**src/lmfc_align_pkg.sv**
```systemverilog
// constants, register map and state type of the lmfc alignment control
// Functional notes
// - flag subclass other than 0 or 1
// - flag interpolation factor not 1, 2, 4, 8
// - writable two-bit window suppresses small adjustments
// - tolerance is plus or minus window cycles
// - record 4-bit signed error on adjustment
// - last-under flag in high bit 7
// - last-over flag in high bit 6
// - control bit 7 enables logic, resets off
// - writing control bit 6 arms one-shot
// - rising bit 5 clears rotate and trip
// - rising bit 4 clears recorded error, flags
// - mode field selects one-shot, continuous, monitor
// - adjustment moves live error, zeroes it
// - armed logic seeing sysref sets trip
// - busy bit while state machine operates
package lmfc_align_pkg;

   localparam int ADDR_W     = 8;
   localparam int DATA_W     = 8;
   localparam int WIN_W      = 2;
   localparam int ERR_W      = 4;
   localparam int MODE_W     = 4;
   localparam int SUBCLASS_W = 3;
   localparam int INTERP_W   = 4;

   // register offsets
   localparam logic [ADDR_W-1:0] OFS_CFG_CHECK = 8'h30;
   localparam logic [ADDR_W-1:0] OFS_WINDOW    = 8'h34;
   localparam logic [ADDR_W-1:0] OFS_LAST_LO   = 8'h38;
   localparam logic [ADDR_W-1:0] OFS_LAST_HI   = 8'h39;
   localparam logic [ADDR_W-1:0] OFS_CTRL      = 8'h3A;
   localparam logic [ADDR_W-1:0] OFS_STATUS    = 8'h3B;
   localparam logic [ADDR_W-1:0] OFS_LIVE      = 8'h3C;

   // field positions
   localparam int CTRL_ENABLE_BIT     = 7;
   localparam int CTRL_ARM_BIT        = 6;
   localparam int CTRL_CLR_STICKY_BIT = 5;
   localparam int CTRL_CLR_LAST_BIT   = 4;
   localparam int HI_UNDER_BIT        = 7;
   localparam int HI_OVER_BIT         = 6;
   localparam int ST_BUSY_BIT         = 7;
   localparam int ST_LOCK_BIT         = 3;
   localparam int ST_ROTATE_BIT       = 2;
   localparam int ST_WLIM_BIT         = 1;
   localparam int ST_TRIP_BIT         = 0;
   localparam int CHK_SUBCLASS_BIT    = 1;
   localparam int CHK_INTERP_BIT      = 0;

   // reset values
   localparam logic [DATA_W-1:0] CTRL_RESET   = 8'h00;
   localparam logic [WIN_W-1:0]  WINDOW_RESET = 2'h0;
   localparam logic [ERR_W-1:0]  ERR_ZERO     = 4'h0;
   localparam logic [DATA_W-1:0] READ_ZERO    = 8'h00;

   // alignment modes
   localparam logic [MODE_W-1:0] MODE_ONE_SHOT     = 4'h1;
   localparam logic [MODE_W-1:0] MODE_CONTINUOUS   = 4'h2;
   localparam logic [MODE_W-1:0] MODE_MONITOR      = 4'h8;
   localparam logic [MODE_W-1:0] MODE_ONE_SHOT_MON = 4'h9;

   // supported configuration values
   localparam logic [SUBCLASS_W-1:0] SUBCLASS_0 = 3'h0;
   localparam logic [SUBCLASS_W-1:0] SUBCLASS_1 = 3'h1;
   localparam logic [INTERP_W-1:0]   INTERP_1   = 4'h1;
   localparam logic [INTERP_W-1:0]   INTERP_2   = 4'h2;
   localparam logic [INTERP_W-1:0]   INTERP_4   = 4'h4;
   localparam logic [INTERP_W-1:0]   INTERP_8   = 4'h8;

   // lmfc counter: period of 16 cycles, so the count is the signed error
   localparam logic [ERR_W-1:0] CNT_STEP     = 4'h1;
   localparam logic [ERR_W-1:0] LMFC_EDGE    = 4'h0;
   // sysref seen at count 0 lies two cycles before the reload takes effect
   localparam logic [ERR_W-1:0] ALIGN_RELOAD = 4'h2;

   typedef enum logic [1:0] {
      ST_IDLE,
      ST_ARMED,
      ST_ADJUST
   } align_state_type;

endpackage : lmfc_align_pkg

```
**src/bit_sync.sv**
```systemverilog
// two flip-flop synchroniser for a pin level
`timescale 1ns/1ps
module bit_sync (
   // clock and reset
   input  wire logic mclk_i,
   input  wire logic arst_n_i,
   // level
   input  wire logic d_i,
   output logic      q_o
);

   logic meta_ff;

   always_ff @(posedge mclk_i or negedge arst_n_i) begin
      if (!arst_n_i) begin
         meta_ff <= 1'b0;
         q_o     <= 1'b0;
      end else begin
         meta_ff <= d_i;
         q_o     <= meta_ff;
      end
   end

endmodule : bit_sync

```
**src/lmfc_align_ctrl.sv**
```systemverilog
// lmfc to sysref alignment control with its register file
`timescale 1ns/1ps
module lmfc_align_ctrl (
   // clock and reset
   input  wire logic                                     mclk_i,
   input  wire logic                                     arst_n_i,
   // sysref pin
   input  wire logic                                     sysref_i,
   // link configuration
   input  wire logic [lmfc_align_pkg::SUBCLASS_W-1:0]    subclass_i,
   input  wire logic [lmfc_align_pkg::INTERP_W-1:0]      interp_factor_i,
   // register port
   input  wire logic                                     reg_wr_i,
   input  wire logic                                     reg_rd_i,
   input  wire logic [lmfc_align_pkg::ADDR_W-1:0]        reg_addr_i,
   input  wire logic [lmfc_align_pkg::DATA_W-1:0]        reg_wdata_i,
   output logic      [lmfc_align_pkg::DATA_W-1:0]        reg_rdata_o,
   // local multiframe clock
   output logic                                          lmfc_pulse_o
);

   import lmfc_align_pkg::*;

   logic                  sref_lvl;
   logic                  sref_pulse;
   logic                  clr_sticky_pulse;
   logic                  clr_last_pulse;
   logic [WIN_W-1:0]      window_ff;
   logic [DATA_W-1:0]     ctrl_ff;
   logic [ERR_W-1:0]      last_err_ff;
   logic                  under_ff;
   logic                  over_ff;
   logic [ERR_W-1:0]      live_err_ff;
   logic                  wlim_ff;
   logic                  lock_ff;
   logic                  rotate_ff;
   logic                  trip_ff;
   logic                  chk_subclass_ff;
   logic                  chk_interp_ff;
   logic [ERR_W-1:0]      cnt_ff;
   logic [ERR_W-1:0]      nxt_cnt;
   logic [DATA_W-1:0]     rd_mux;
   align_state_type       state_ff;
   align_state_type       nxt_state;

   // sysref crosses in from the pin, then becomes an edge pulse
   bit_sync u_sref_sync (
      .mclk_i   (mclk_i),
      .arst_n_i (arst_n_i),
      .d_i      (sysref_i),
      .q_o      (sref_lvl)
   );

   rise_detect u_sref_edge (
      .mclk_i   (mclk_i),
      .arst_n_i (arst_n_i),
      .d_i      (sref_lvl),
      .rise_o   (sref_pulse)
   );

   // clear strobes fire on the stored bit's rising edge only
   rise_detect u_clr_sticky (
      .mclk_i   (mclk_i),
      .arst_n_i (arst_n_i),
      .d_i      (ctrl_ff[CTRL_CLR_STICKY_BIT]),
      .rise_o   (clr_sticky_pulse)
   );

   rise_detect u_clr_last (
      .mclk_i   (mclk_i),
      .arst_n_i (arst_n_i),
      .d_i      (ctrl_ff[CTRL_CLR_LAST_BIT]),
      .rise_o   (clr_last_pulse)
   );

   // decode
   wire wr_window = reg_wr_i && (reg_addr_i == OFS_WINDOW);
   wire wr_ctrl   = reg_wr_i && (reg_addr_i == OFS_CTRL);
   wire arm_req   = wr_ctrl && reg_wdata_i[CTRL_ARM_BIT];
   wire align_on  = ctrl_ff[CTRL_ENABLE_BIT];
   wire [MODE_W-1:0] mode = ctrl_ff[MODE_W-1:0];

   wire mode_one_shot = (mode == MODE_ONE_SHOT) ||
                        (mode == MODE_ONE_SHOT_MON);
   wire mode_cont     = (mode == MODE_CONTINUOUS);

   // window compare in five signed bits so -3..3 never wraps
   wire [ERR_W:0] err_ext = {cnt_ff[ERR_W-1], cnt_ff};
   wire [ERR_W:0] win_ext = {3'h0, window_ff};
   wire [ERR_W:0] neg_win = 5'h00 - win_ext;
   wire below   = $signed(err_ext) < $signed(neg_win);
   wire above   = $signed(err_ext) > $signed(win_ext);
   wire outside = below || above;

   // sysref is ignored entirely while the logic is off
   wire sref_live  = align_on && sref_pulse;
   wire may_adjust = mode_cont ||
                     (mode_one_shot && (state_ff == ST_ARMED));
   wire start_adjust = sref_live && may_adjust && outside &&
                       (state_ff != ST_ADJUST);
   wire trip_event = sref_live && (state_ff == ST_ARMED);
   wire busy       = (state_ff != ST_IDLE);

   always_comb begin
      nxt_state = state_ff;
      case (state_ff)
         ST_IDLE: begin
            if (start_adjust) begin
               nxt_state = ST_ADJUST;
            end else if (arm_req) begin
               nxt_state = ST_ARMED;
            end
         end
         ST_ARMED: begin
            if (start_adjust) begin
               nxt_state = ST_ADJUST;
            end else if (trip_event) begin
               // inside the window, or in a mode that never adjusts: the arm is spent with no rotation
               nxt_state = ST_IDLE;
            end
         end
         ST_ADJUST: begin
            nxt_state = ST_IDLE;
         end
         default: begin
            nxt_state = ST_IDLE;
         end
      endcase
   end

   assign nxt_cnt = (state_ff == ST_ADJUST) ? ALIGN_RELOAD
                                            : cnt_ff + CNT_STEP;

   always_ff @(posedge mclk_i or negedge arst_n_i) begin
      if (!arst_n_i) begin
         state_ff     <= ST_IDLE;
         cnt_ff       <= LMFC_EDGE;
         lmfc_pulse_o <= 1'b0;
      end else begin
         state_ff     <= nxt_state;
         cnt_ff       <= nxt_cnt;
         lmfc_pulse_o <= (nxt_cnt == LMFC_EDGE);
      end
   end

   // writable registers
   always_ff @(posedge mclk_i or negedge arst_n_i) begin
      if (!arst_n_i) begin
         window_ff <= WINDOW_RESET;
         ctrl_ff   <= CTRL_RESET;
      end else begin
         if (wr_window) begin
            window_ff <= reg_wdata_i[WIN_W-1:0];
         end
         if (wr_ctrl) begin
            ctrl_ff <= reg_wdata_i;
         end
      end
   end

   // live error: sampled on each sysref, zeroed by the adjustment
   always_ff @(posedge mclk_i or negedge arst_n_i) begin
      if (!arst_n_i) begin
         live_err_ff <= ERR_ZERO;
         wlim_ff     <= 1'b0;
         lock_ff     <= 1'b0;
      end else if (state_ff == ST_ADJUST) begin
         live_err_ff <= ERR_ZERO;
      end else if (sref_live) begin
         live_err_ff <= cnt_ff;
         wlim_ff     <= outside;
         lock_ff     <= !outside;
      end
   end

   // recorded error; a new record beats a clear in the same cycle
   always_ff @(posedge mclk_i or negedge arst_n_i) begin
      if (!arst_n_i) begin
         last_err_ff <= ERR_ZERO;
         under_ff    <= 1'b0;
         over_ff     <= 1'b0;
      end else if (start_adjust) begin
         last_err_ff <= cnt_ff;
         under_ff    <= below;
         over_ff     <= above;
      end else if (clr_last_pulse) begin
         last_err_ff <= ERR_ZERO;
         under_ff    <= 1'b0;
         over_ff     <= 1'b0;
      end
   end

   // sticky status: set wins over clear
   always_ff @(posedge mclk_i or negedge arst_n_i) begin
      if (!arst_n_i) begin
         rotate_ff <= 1'b0;
         trip_ff   <= 1'b0;
      end else begin
         rotate_ff <= (state_ff == ST_ADJUST) ||
                      (rotate_ff && !clr_sticky_pulse);
         trip_ff   <= trip_event ||
                      (trip_ff && !clr_sticky_pulse);
      end
   end

   // configuration checks
   always_ff @(posedge mclk_i or negedge arst_n_i) begin
      if (!arst_n_i) begin
         chk_subclass_ff <= 1'b0;
         chk_interp_ff   <= 1'b0;
      end else begin
         chk_subclass_ff <= !((subclass_i == SUBCLASS_0) ||
                              (subclass_i == SUBCLASS_1));
         chk_interp_ff   <= !((interp_factor_i == INTERP_1) ||
                              (interp_factor_i == INTERP_2) ||
                              (interp_factor_i == INTERP_4) ||
                              (interp_factor_i == INTERP_8));
      end
   end

   // read mux; reserved bits and unmapped offsets read zero
   always_comb begin
      rd_mux = READ_ZERO;
      if (reg_addr_i == OFS_CFG_CHECK) begin
         rd_mux[CHK_SUBCLASS_BIT] = chk_subclass_ff;
         rd_mux[CHK_INTERP_BIT]   = chk_interp_ff;
      end else if (reg_addr_i == OFS_WINDOW) begin
         rd_mux[WIN_W-1:0] = window_ff;
      end else if (reg_addr_i == OFS_LAST_LO) begin
         rd_mux[ERR_W-1:0] = last_err_ff;
      end else if (reg_addr_i == OFS_LAST_HI) begin
         rd_mux[HI_UNDER_BIT] = under_ff;
         rd_mux[HI_OVER_BIT]  = over_ff;
      end else if (reg_addr_i == OFS_CTRL) begin
         rd_mux = ctrl_ff;
      end else if (reg_addr_i == OFS_STATUS) begin
         rd_mux[ST_BUSY_BIT]   = busy;
         rd_mux[ST_LOCK_BIT]   = lock_ff;
         rd_mux[ST_ROTATE_BIT] = rotate_ff;
         rd_mux[ST_WLIM_BIT]   = wlim_ff;
         rd_mux[ST_TRIP_BIT]   = trip_ff;
      end else if (reg_addr_i == OFS_LIVE) begin
         rd_mux[ERR_W-1:0] = live_err_ff;
      end
   end

   always_ff @(posedge mclk_i or negedge arst_n_i) begin
      if (!arst_n_i) begin
         reg_rdata_o <= READ_ZERO;
      end else if (reg_rd_i) begin
         reg_rdata_o <= rd_mux;
      end
   end
endmodule : lmfc_align_ctrl

```
**src/rise_detect.sv**
```systemverilog
// one-cycle pulse on a 0-to-1 transition of a same-domain level
`timescale 1ns/1ps
module rise_detect (
   // clock and reset
   input  wire logic mclk_i,
   input  wire logic arst_n_i,
   // level and pulse
   input  wire logic d_i,
   output logic      rise_o
);

   logic prev_ff;

   always_ff @(posedge mclk_i or negedge arst_n_i) begin
      if (!arst_n_i) begin
         prev_ff <= 1'b0;
      end else begin
         prev_ff <= d_i;
      end
   end

   assign rise_o = d_i & ~prev_ff;

endmodule : rise_detect

```
**config.mk**
```make
export PLATFORM = sky130hd
export DESIGN_NAME = lmfc_align_ctrl
export DESIGN_NICKNAME = d
export VERILOG_FILES = /design/src/lmfc_align_pkg.sv /design/src/bit_sync.sv /design/src/lmfc_align_ctrl.sv /design/src/rise_detect.sv
export SDC_FILE = /design/constraint.sdc
export NUM_CORES = 1
export LEC_CHECK = 0
export BUFFER_PORTS_ARGS = -buffer_cell sky130_fd_sc_hd__buf_2
export CORE_AREA = 2 2 92 111
export CTS_BUF_LIST = sky130_fd_sc_hd__clkbuf_2 sky130_fd_sc_hd__clkbuf_4 sky130_fd_sc_hd__clkbuf_8
export DETAILED_ROUTE_END_ITERATION = 8
export DIE_AREA = 0 0 94 113
export PLACE_DENSITY_LB_ADDON = 0.12
export SLEW_MARGIN = 30
export SYNTH_ARGS = -nofsm -noshare
export SYNTH_HDL_FRONTEND = slang
export SYNTH_SLANG_ARGS = --single-unit
```
**constraint.sdc**
```tcl
create_clock -name mclk_i -period 2.55 [get_ports mclk_i]
set_input_delay 0.3825 -clock mclk_i [delete_from_list [all_inputs] [get_ports mclk_i]]
set_output_delay 0.3825 -clock mclk_i [all_outputs]
set_load 0.05 [all_outputs]
```
# After elaboration in Yosys (flattened, before gate mapping)
# Index checks and enable logic that the tools add are counted.
totals:
  register_bits: 46
  input_bits: 28
  word_cells: 111
classes:
  add_sub_neg: 2
  n_lt_le_gt_ge: 2
  n_eq_ne: 20
  n_mux: 27
  n_bitwise: 7
  reduce_logical: 32
op_table:
  columns: ["operator", "count"]
  rows:
  - ["8-bit by 6-bit == test with 1-bit output (second input constant)", 7]
  - ["4-bit 2-to-1 mux", 10]
  - ["6-bit 2-to-1 mux", 3]
  - ["2-bit 2-to-1 mux", 7]
  - ["1-bit logical AND", 11]
  - ["1-bit logical OR", 9]
  - ["4-bit by 1-bit == test with 1-bit output (second input constant)", 2]
  - ["4-bit by 2-bit == test with 1-bit output (second input constant)", 2]
  - ["4-bit == test (second input constant)", 2]
  - ["3-bit inequality test (second input constant)", 2]
  - ["2-bit nonzero test", 3]
  - ["1-bit 2-to-1 mux", 5]
  - ["4-bit by 1-bit adder with 4-bit output (second input constant)", 1]
  - ["4-bit by 3-bit == test with 1-bit output (second input constant)", 1]
  - ["4-bit by 3-bit > comparator with 1-bit output", 1]
  - ["1-bit zero test", 4]
  - ["4-bit zero test", 1]
  - ["4-bit by 3-bit < comparator with 1-bit output", 1]
  - ["1-bit inverter", 4]
  - ["2-bit case mux with 2 select lines", 1]
  - ["2-bit AND reduction", 2]
  - ["1-bit bitwise AND", 3]
  - ["3-bit by 1-bit == test with 1-bit output (second input constant)", 1]
  - ["3-bit zero test", 1]
  - ["6 further kinds", 6]

# Logic depth before layout (Yosys ltp)
logic_depth:
  word_depth: 9
  depth_mapped: 9
  mapped_depth_nobuf: 9

# Hierarchy
# From an unflattened synthesis, not the netlist that was laid out.
unflattened:
  hier_cells: 227
  hier_area_um2: 2359.8
modules_own_cells:
  columns: ["mod", "instances", "cells_each", "area_each_um2"]
  rows:
  - ["lmfc_align_ctrl", 1, 219, 2193.4]
  - ["rise_detect", 3, 2, 38.8]
  - ["bit_sync", 1, 2, 50.0]

# Worst setup path after synthesis
# No wires, ideal clock.
synth_timing:
  kind: "reg2reg"
  from: "reg window_ff[0]"
  to: "reg under_ff"
  setup_time_ps: 125
  arrival_time_ps: 2016
  required_time_ps: 2425
  path_slack_ps: 409
  path_stages_with_launch: 10
  period_less_slack_ps: 2141
  path_cell_list: "dfrtp_1 inv_1 ha_1 inv_1 ha_1 nor2b_1 o221a_1 o31ai_4 nand3_4 mux2_4"
synth_via:
  elab_chain_cells: 6
synth_lines:
  columns: ["element", "line_no", "text"]
  rows:
  - ["start, declared", "lmfc_align_ctrl.sv:28", "logic [WIN_W-1:0] window_ff;"]
  - ["start signal, assigned", "lmfc_align_ctrl.sv:153", "window_ff <= reg_wdata_i[WIN_W-1:0];"]
  - ["1-bit by 2-bit subtractor with 3-bit output", "lmfc_align_ctrl.sv:90", "wire [ERR_W:0] neg_win = 5'h00 - win_ext;"]
  - ["4-bit by 3-bit < comparator with 1-bit output", "lmfc_align_ctrl.sv:91", "wire below = $signed(err_ext) < $signed(neg_win);"]
  - ["1-bit logical OR", "lmfc_align_ctrl.sv:93", "wire outside = below || above;"]
  - ["1-bit logical AND (2 in a row)", "lmfc_align_ctrl.sv:99", "wire start_adjust = sref_live && may_adjust && outside &&"]
  - ["1-bit 2-to-1 mux / 2-bit nonzero test (equally long branches)", null, null]
  - ["end signal, assigned", "lmfc_align_ctrl.sv:184", "under_ff <= below;"]
  - ["end, declared", "lmfc_align_ctrl.sv:31", "logic under_ff;"]
# Several ways; a longest one is shown, not always the timed one.
# A chain may end at the register's enable or synchronous reset.

# Worst setup path after layout
# Ends and elaborated chain as after synthesis.

==> reports/metrics.cfg <==
[sta]
fin_tns_setup_ns = 0
rsz0062_at_grt = no
timing.final.crit_share_pct = 90.4
max_freq_ghz = 0.434
slew_viol_final = 0
period_needed_ns = 2.30
setup_viol = 0
maxSlewHeadroom_pct = 72.0
fin_worst_skew_ns = 0.00586
hold_violations = 0
tightest_slew_ns = 0.416

[synthesis]
async_reset_ff_share_pct = 100
synth-seq-cells = 46
synth_top_area_share_pct = 49.5
synth_warnings = 0
synthTopCellsByCount = dfrtp_1, nor2_1, nand2_1
syn-cell-area_um2 = 2330
syn-num-nets = 252
synth_top_family_by_area = simple AND/OR/NAND/NOR gates
synthCells = 218
syn_area_per_cell_um2 = 10.7
yosys.area_share.simple_pct = 19.0
yosys-top-cells-area = dfrtp_1, mux2_1, nor2_1
synth_compound_area_share_pct = 15.0
synth_top_flop_cell = dfrtp_1
synth_xor_area_share_pct = 1.13
synth_mux_area_share_pct = 8.50
synth_edf_count = 0
synth_most_common_cell = dfrtp_1
synth.distinct_cells = 53
seq_area_frac_synth_pct = 49.5
yosysTopAreaCell = dfrtp_1
synth_fa_ha_area_share_pct = 3.23

[power]
clkPwrFrac_pct = 28.6
power_density_nw_per_um2 = 578
seqPwrFrac_pct = 52.5
p_switching_uw = 484
p_int_mw = 1.11
ir_worst_vdd_v = 0.000160
switching_share_pct = 30.4
combPwrFrac_pct = 19.0
power.leakage_nw = 1.31

[drt]
antenna_left = 0
wl_met3_um = 155
met1_length_um = 2710
drt-total-wl_um = 5720
drt_iter0_drc = 70
highest_layer = met4
vias = 1676
vias_per_cell = 4.41
wl_per_cell_um = 15.1
first_pass_iters = 4
route.detailed.drc = 0
wl_met2_um = 2750

[global_route]
grt_start_max_net_pins = 21
grt_first_pass_wirelength_um = 9160
antenna_found_initial = 0
grt_pass1_vias = 1732
track_usage_pct = 11.5
grt_overflow = 0

[clock_tree]
cts_sinks = 46
cts_made_buffers = 5
htreeDepth = 2
clock-root-buffer = clkbuf_8
insertion_delay_ns = 0.30
cts_buffer_depth = 2
cts.clk_slew.worst_paths_ns = 0.09
cts_resized = 0
cts_tree = built

[die]
ios = 37
dieHeight_um = 113
core_um2 = 9520
fp.dieArea_um2 = 10600
rows = 39
start_util_pct = 24.4
die_w_um = 94

[finish]
final_core_util_pct = 28.9
insertedDiodeCount = 0
final_cells = 380
nets = 290
drive_gt1_share_pct = 24.1
area_growth_syn_to_layout_pct = 18.1

[setup_path]
crit_arrival_ns = 2.50
startpoint_type = flip-flop
worstPathMaxFanout = 8
cp-end-kind = flip-flop
cp.required_ns = 2.75
critical_path_class = reg2reg

[placed_design]
gp_congestion = 0.701
io_buffers = 35
dp_hpwl_um = 4440
dp_cells = 371

[run_status]
outcome = completed

[flow_run]
max-cap-violations = 0

[worst_hold_path]
hold_class = in2reg

## area by class of cell
type	instances	area, um^2
fill	1013	6770
sequential	46	1150
multi-input combinational	151	1090
timing repair buffer	41	223
tap	123	154
clock buffer	5	68.8
inverter	11	41.3
clock inverter	3	21.3
## final timing paths
path / start / to / slack [ns] / depth (start not counted)
worst max-delay path: window_ff[0]$_DFFE_PN0P_ / under_ff$_DFFE_PN0P_ / 0.25 / 9
worst min-delay path: sysref_i / u_sref_sync.meta_ff$_DFF_PN0_ / 0.18 / 1
worst max register to register: window_ff[0]$_DFFE_PN0P_ / under_ff$_DFFE_PN0P_ / 0.25 / 9
worst min register to register: u_sref_sync.meta_ff$_DFF_PN0_ / u_sref_sync.q_o$_DFF_PN0_ / 0.36 / 0
max in group asynchronous: arst_n_i / last_err_ff[3]$_DFFE_PN0P_ / 1.40 / 3
min in group asynchronous: arst_n_i / live_err_ff[2]$_DFFE_PN0P_ / 0.53 / 2
## logic make-up (layout without fill, tap and decap cells)
| kind of cell | Yosys count | in the layout |
|---|---|---|
| buffers and inverters | 21 | 60 |
| AND/OR/NAND/NOR | 77 | 77 |
| adder cells (fa/ha/maj) | 6 | 6 |
| multiplexers | 18 | 18 |
| AO/OA/AOI/OAI | 47 | 47 |
| flip-flops | 46 | 46 |
| XOR/XNOR | 3 | 3 |
## flip-flops by register name, indices dropped and copies added (netlist names), 2 cells and up
register	count
state_ff	2
reg_rdata_o	8
last_err_ff	4
live_err_ff	4
cnt_ff	4
window_ff	2
ctrl_ff	8
## power by group through the flow
stage / clock, mW / combinational, mW / sequential [mW]
after floorplan: 0 / 0.220 / 0.832
after global placement: 0 / 0.307 / 0.848
after detailed placement: 0 / 0.307 / 0.849
after CTS: 0.479 / 0.310 / 0.834
after global routing: 0.505 / 0.340 / 0.844
final: 0.454 / 0.302 / 0.834
## through the flow
step	instance area [um^2]	hold slack [ns]	setup slack, ns	total power [mW]
after floorplan	2330	0.0869	0.409	1.05
after detailed placement	2650	0.325	0.232	1.16
after global routing	2750	0.163	0.133	1.69
after CTS	2750	0.167	0.211	1.62
final	2750	0.181	0.246	1.59
after global placement	2650	0.329	0.268	1.15
## worst max-delay path: stages (launching register included)
cell	delay, ns
dfrtp_1	0.42
inv_1	0.08
ha_1	0.27
inv_1	0.04
ha_1	0.25
nor2b_1	0.13
o221a_1	0.25
o31ai_4	0.24
nand3_4	0.20
mux2_4	0.33
## layer usage
metal / vias to the layer above / track usage, %
li1: 845 / -
met1: 795 / 15.2
met2: 28 / 18.6
met3: 8 / 1.93
met4: 0 / 4.64
met5: - / 0
## placed cells by master (no fill, tap or decap), types with 6 or more instances in the layout
cell | synthesis | final
nor2b_1 | 9 | 9
mux2i_1 | 7 | 7
dfrtp_1 | 46 | 46
a21oi_1 | 7 | 7
buf_2 | 3 | 35
nor2_1 | 21 | 21
ha_1 | 6 | 6
nand2_1 | 13 | 13
mux2_1 | 10 | 10
o21ai_0 | 8 | 8
inv_1 | 10 | 10
## repair_timing
item	CTS	global route
endpoints found under the setup margin	0	0
endpoints found under the hold margin	14	0
hold buffers	1	0
setup buffers	0	0
(Power assumes the default switching activity.)
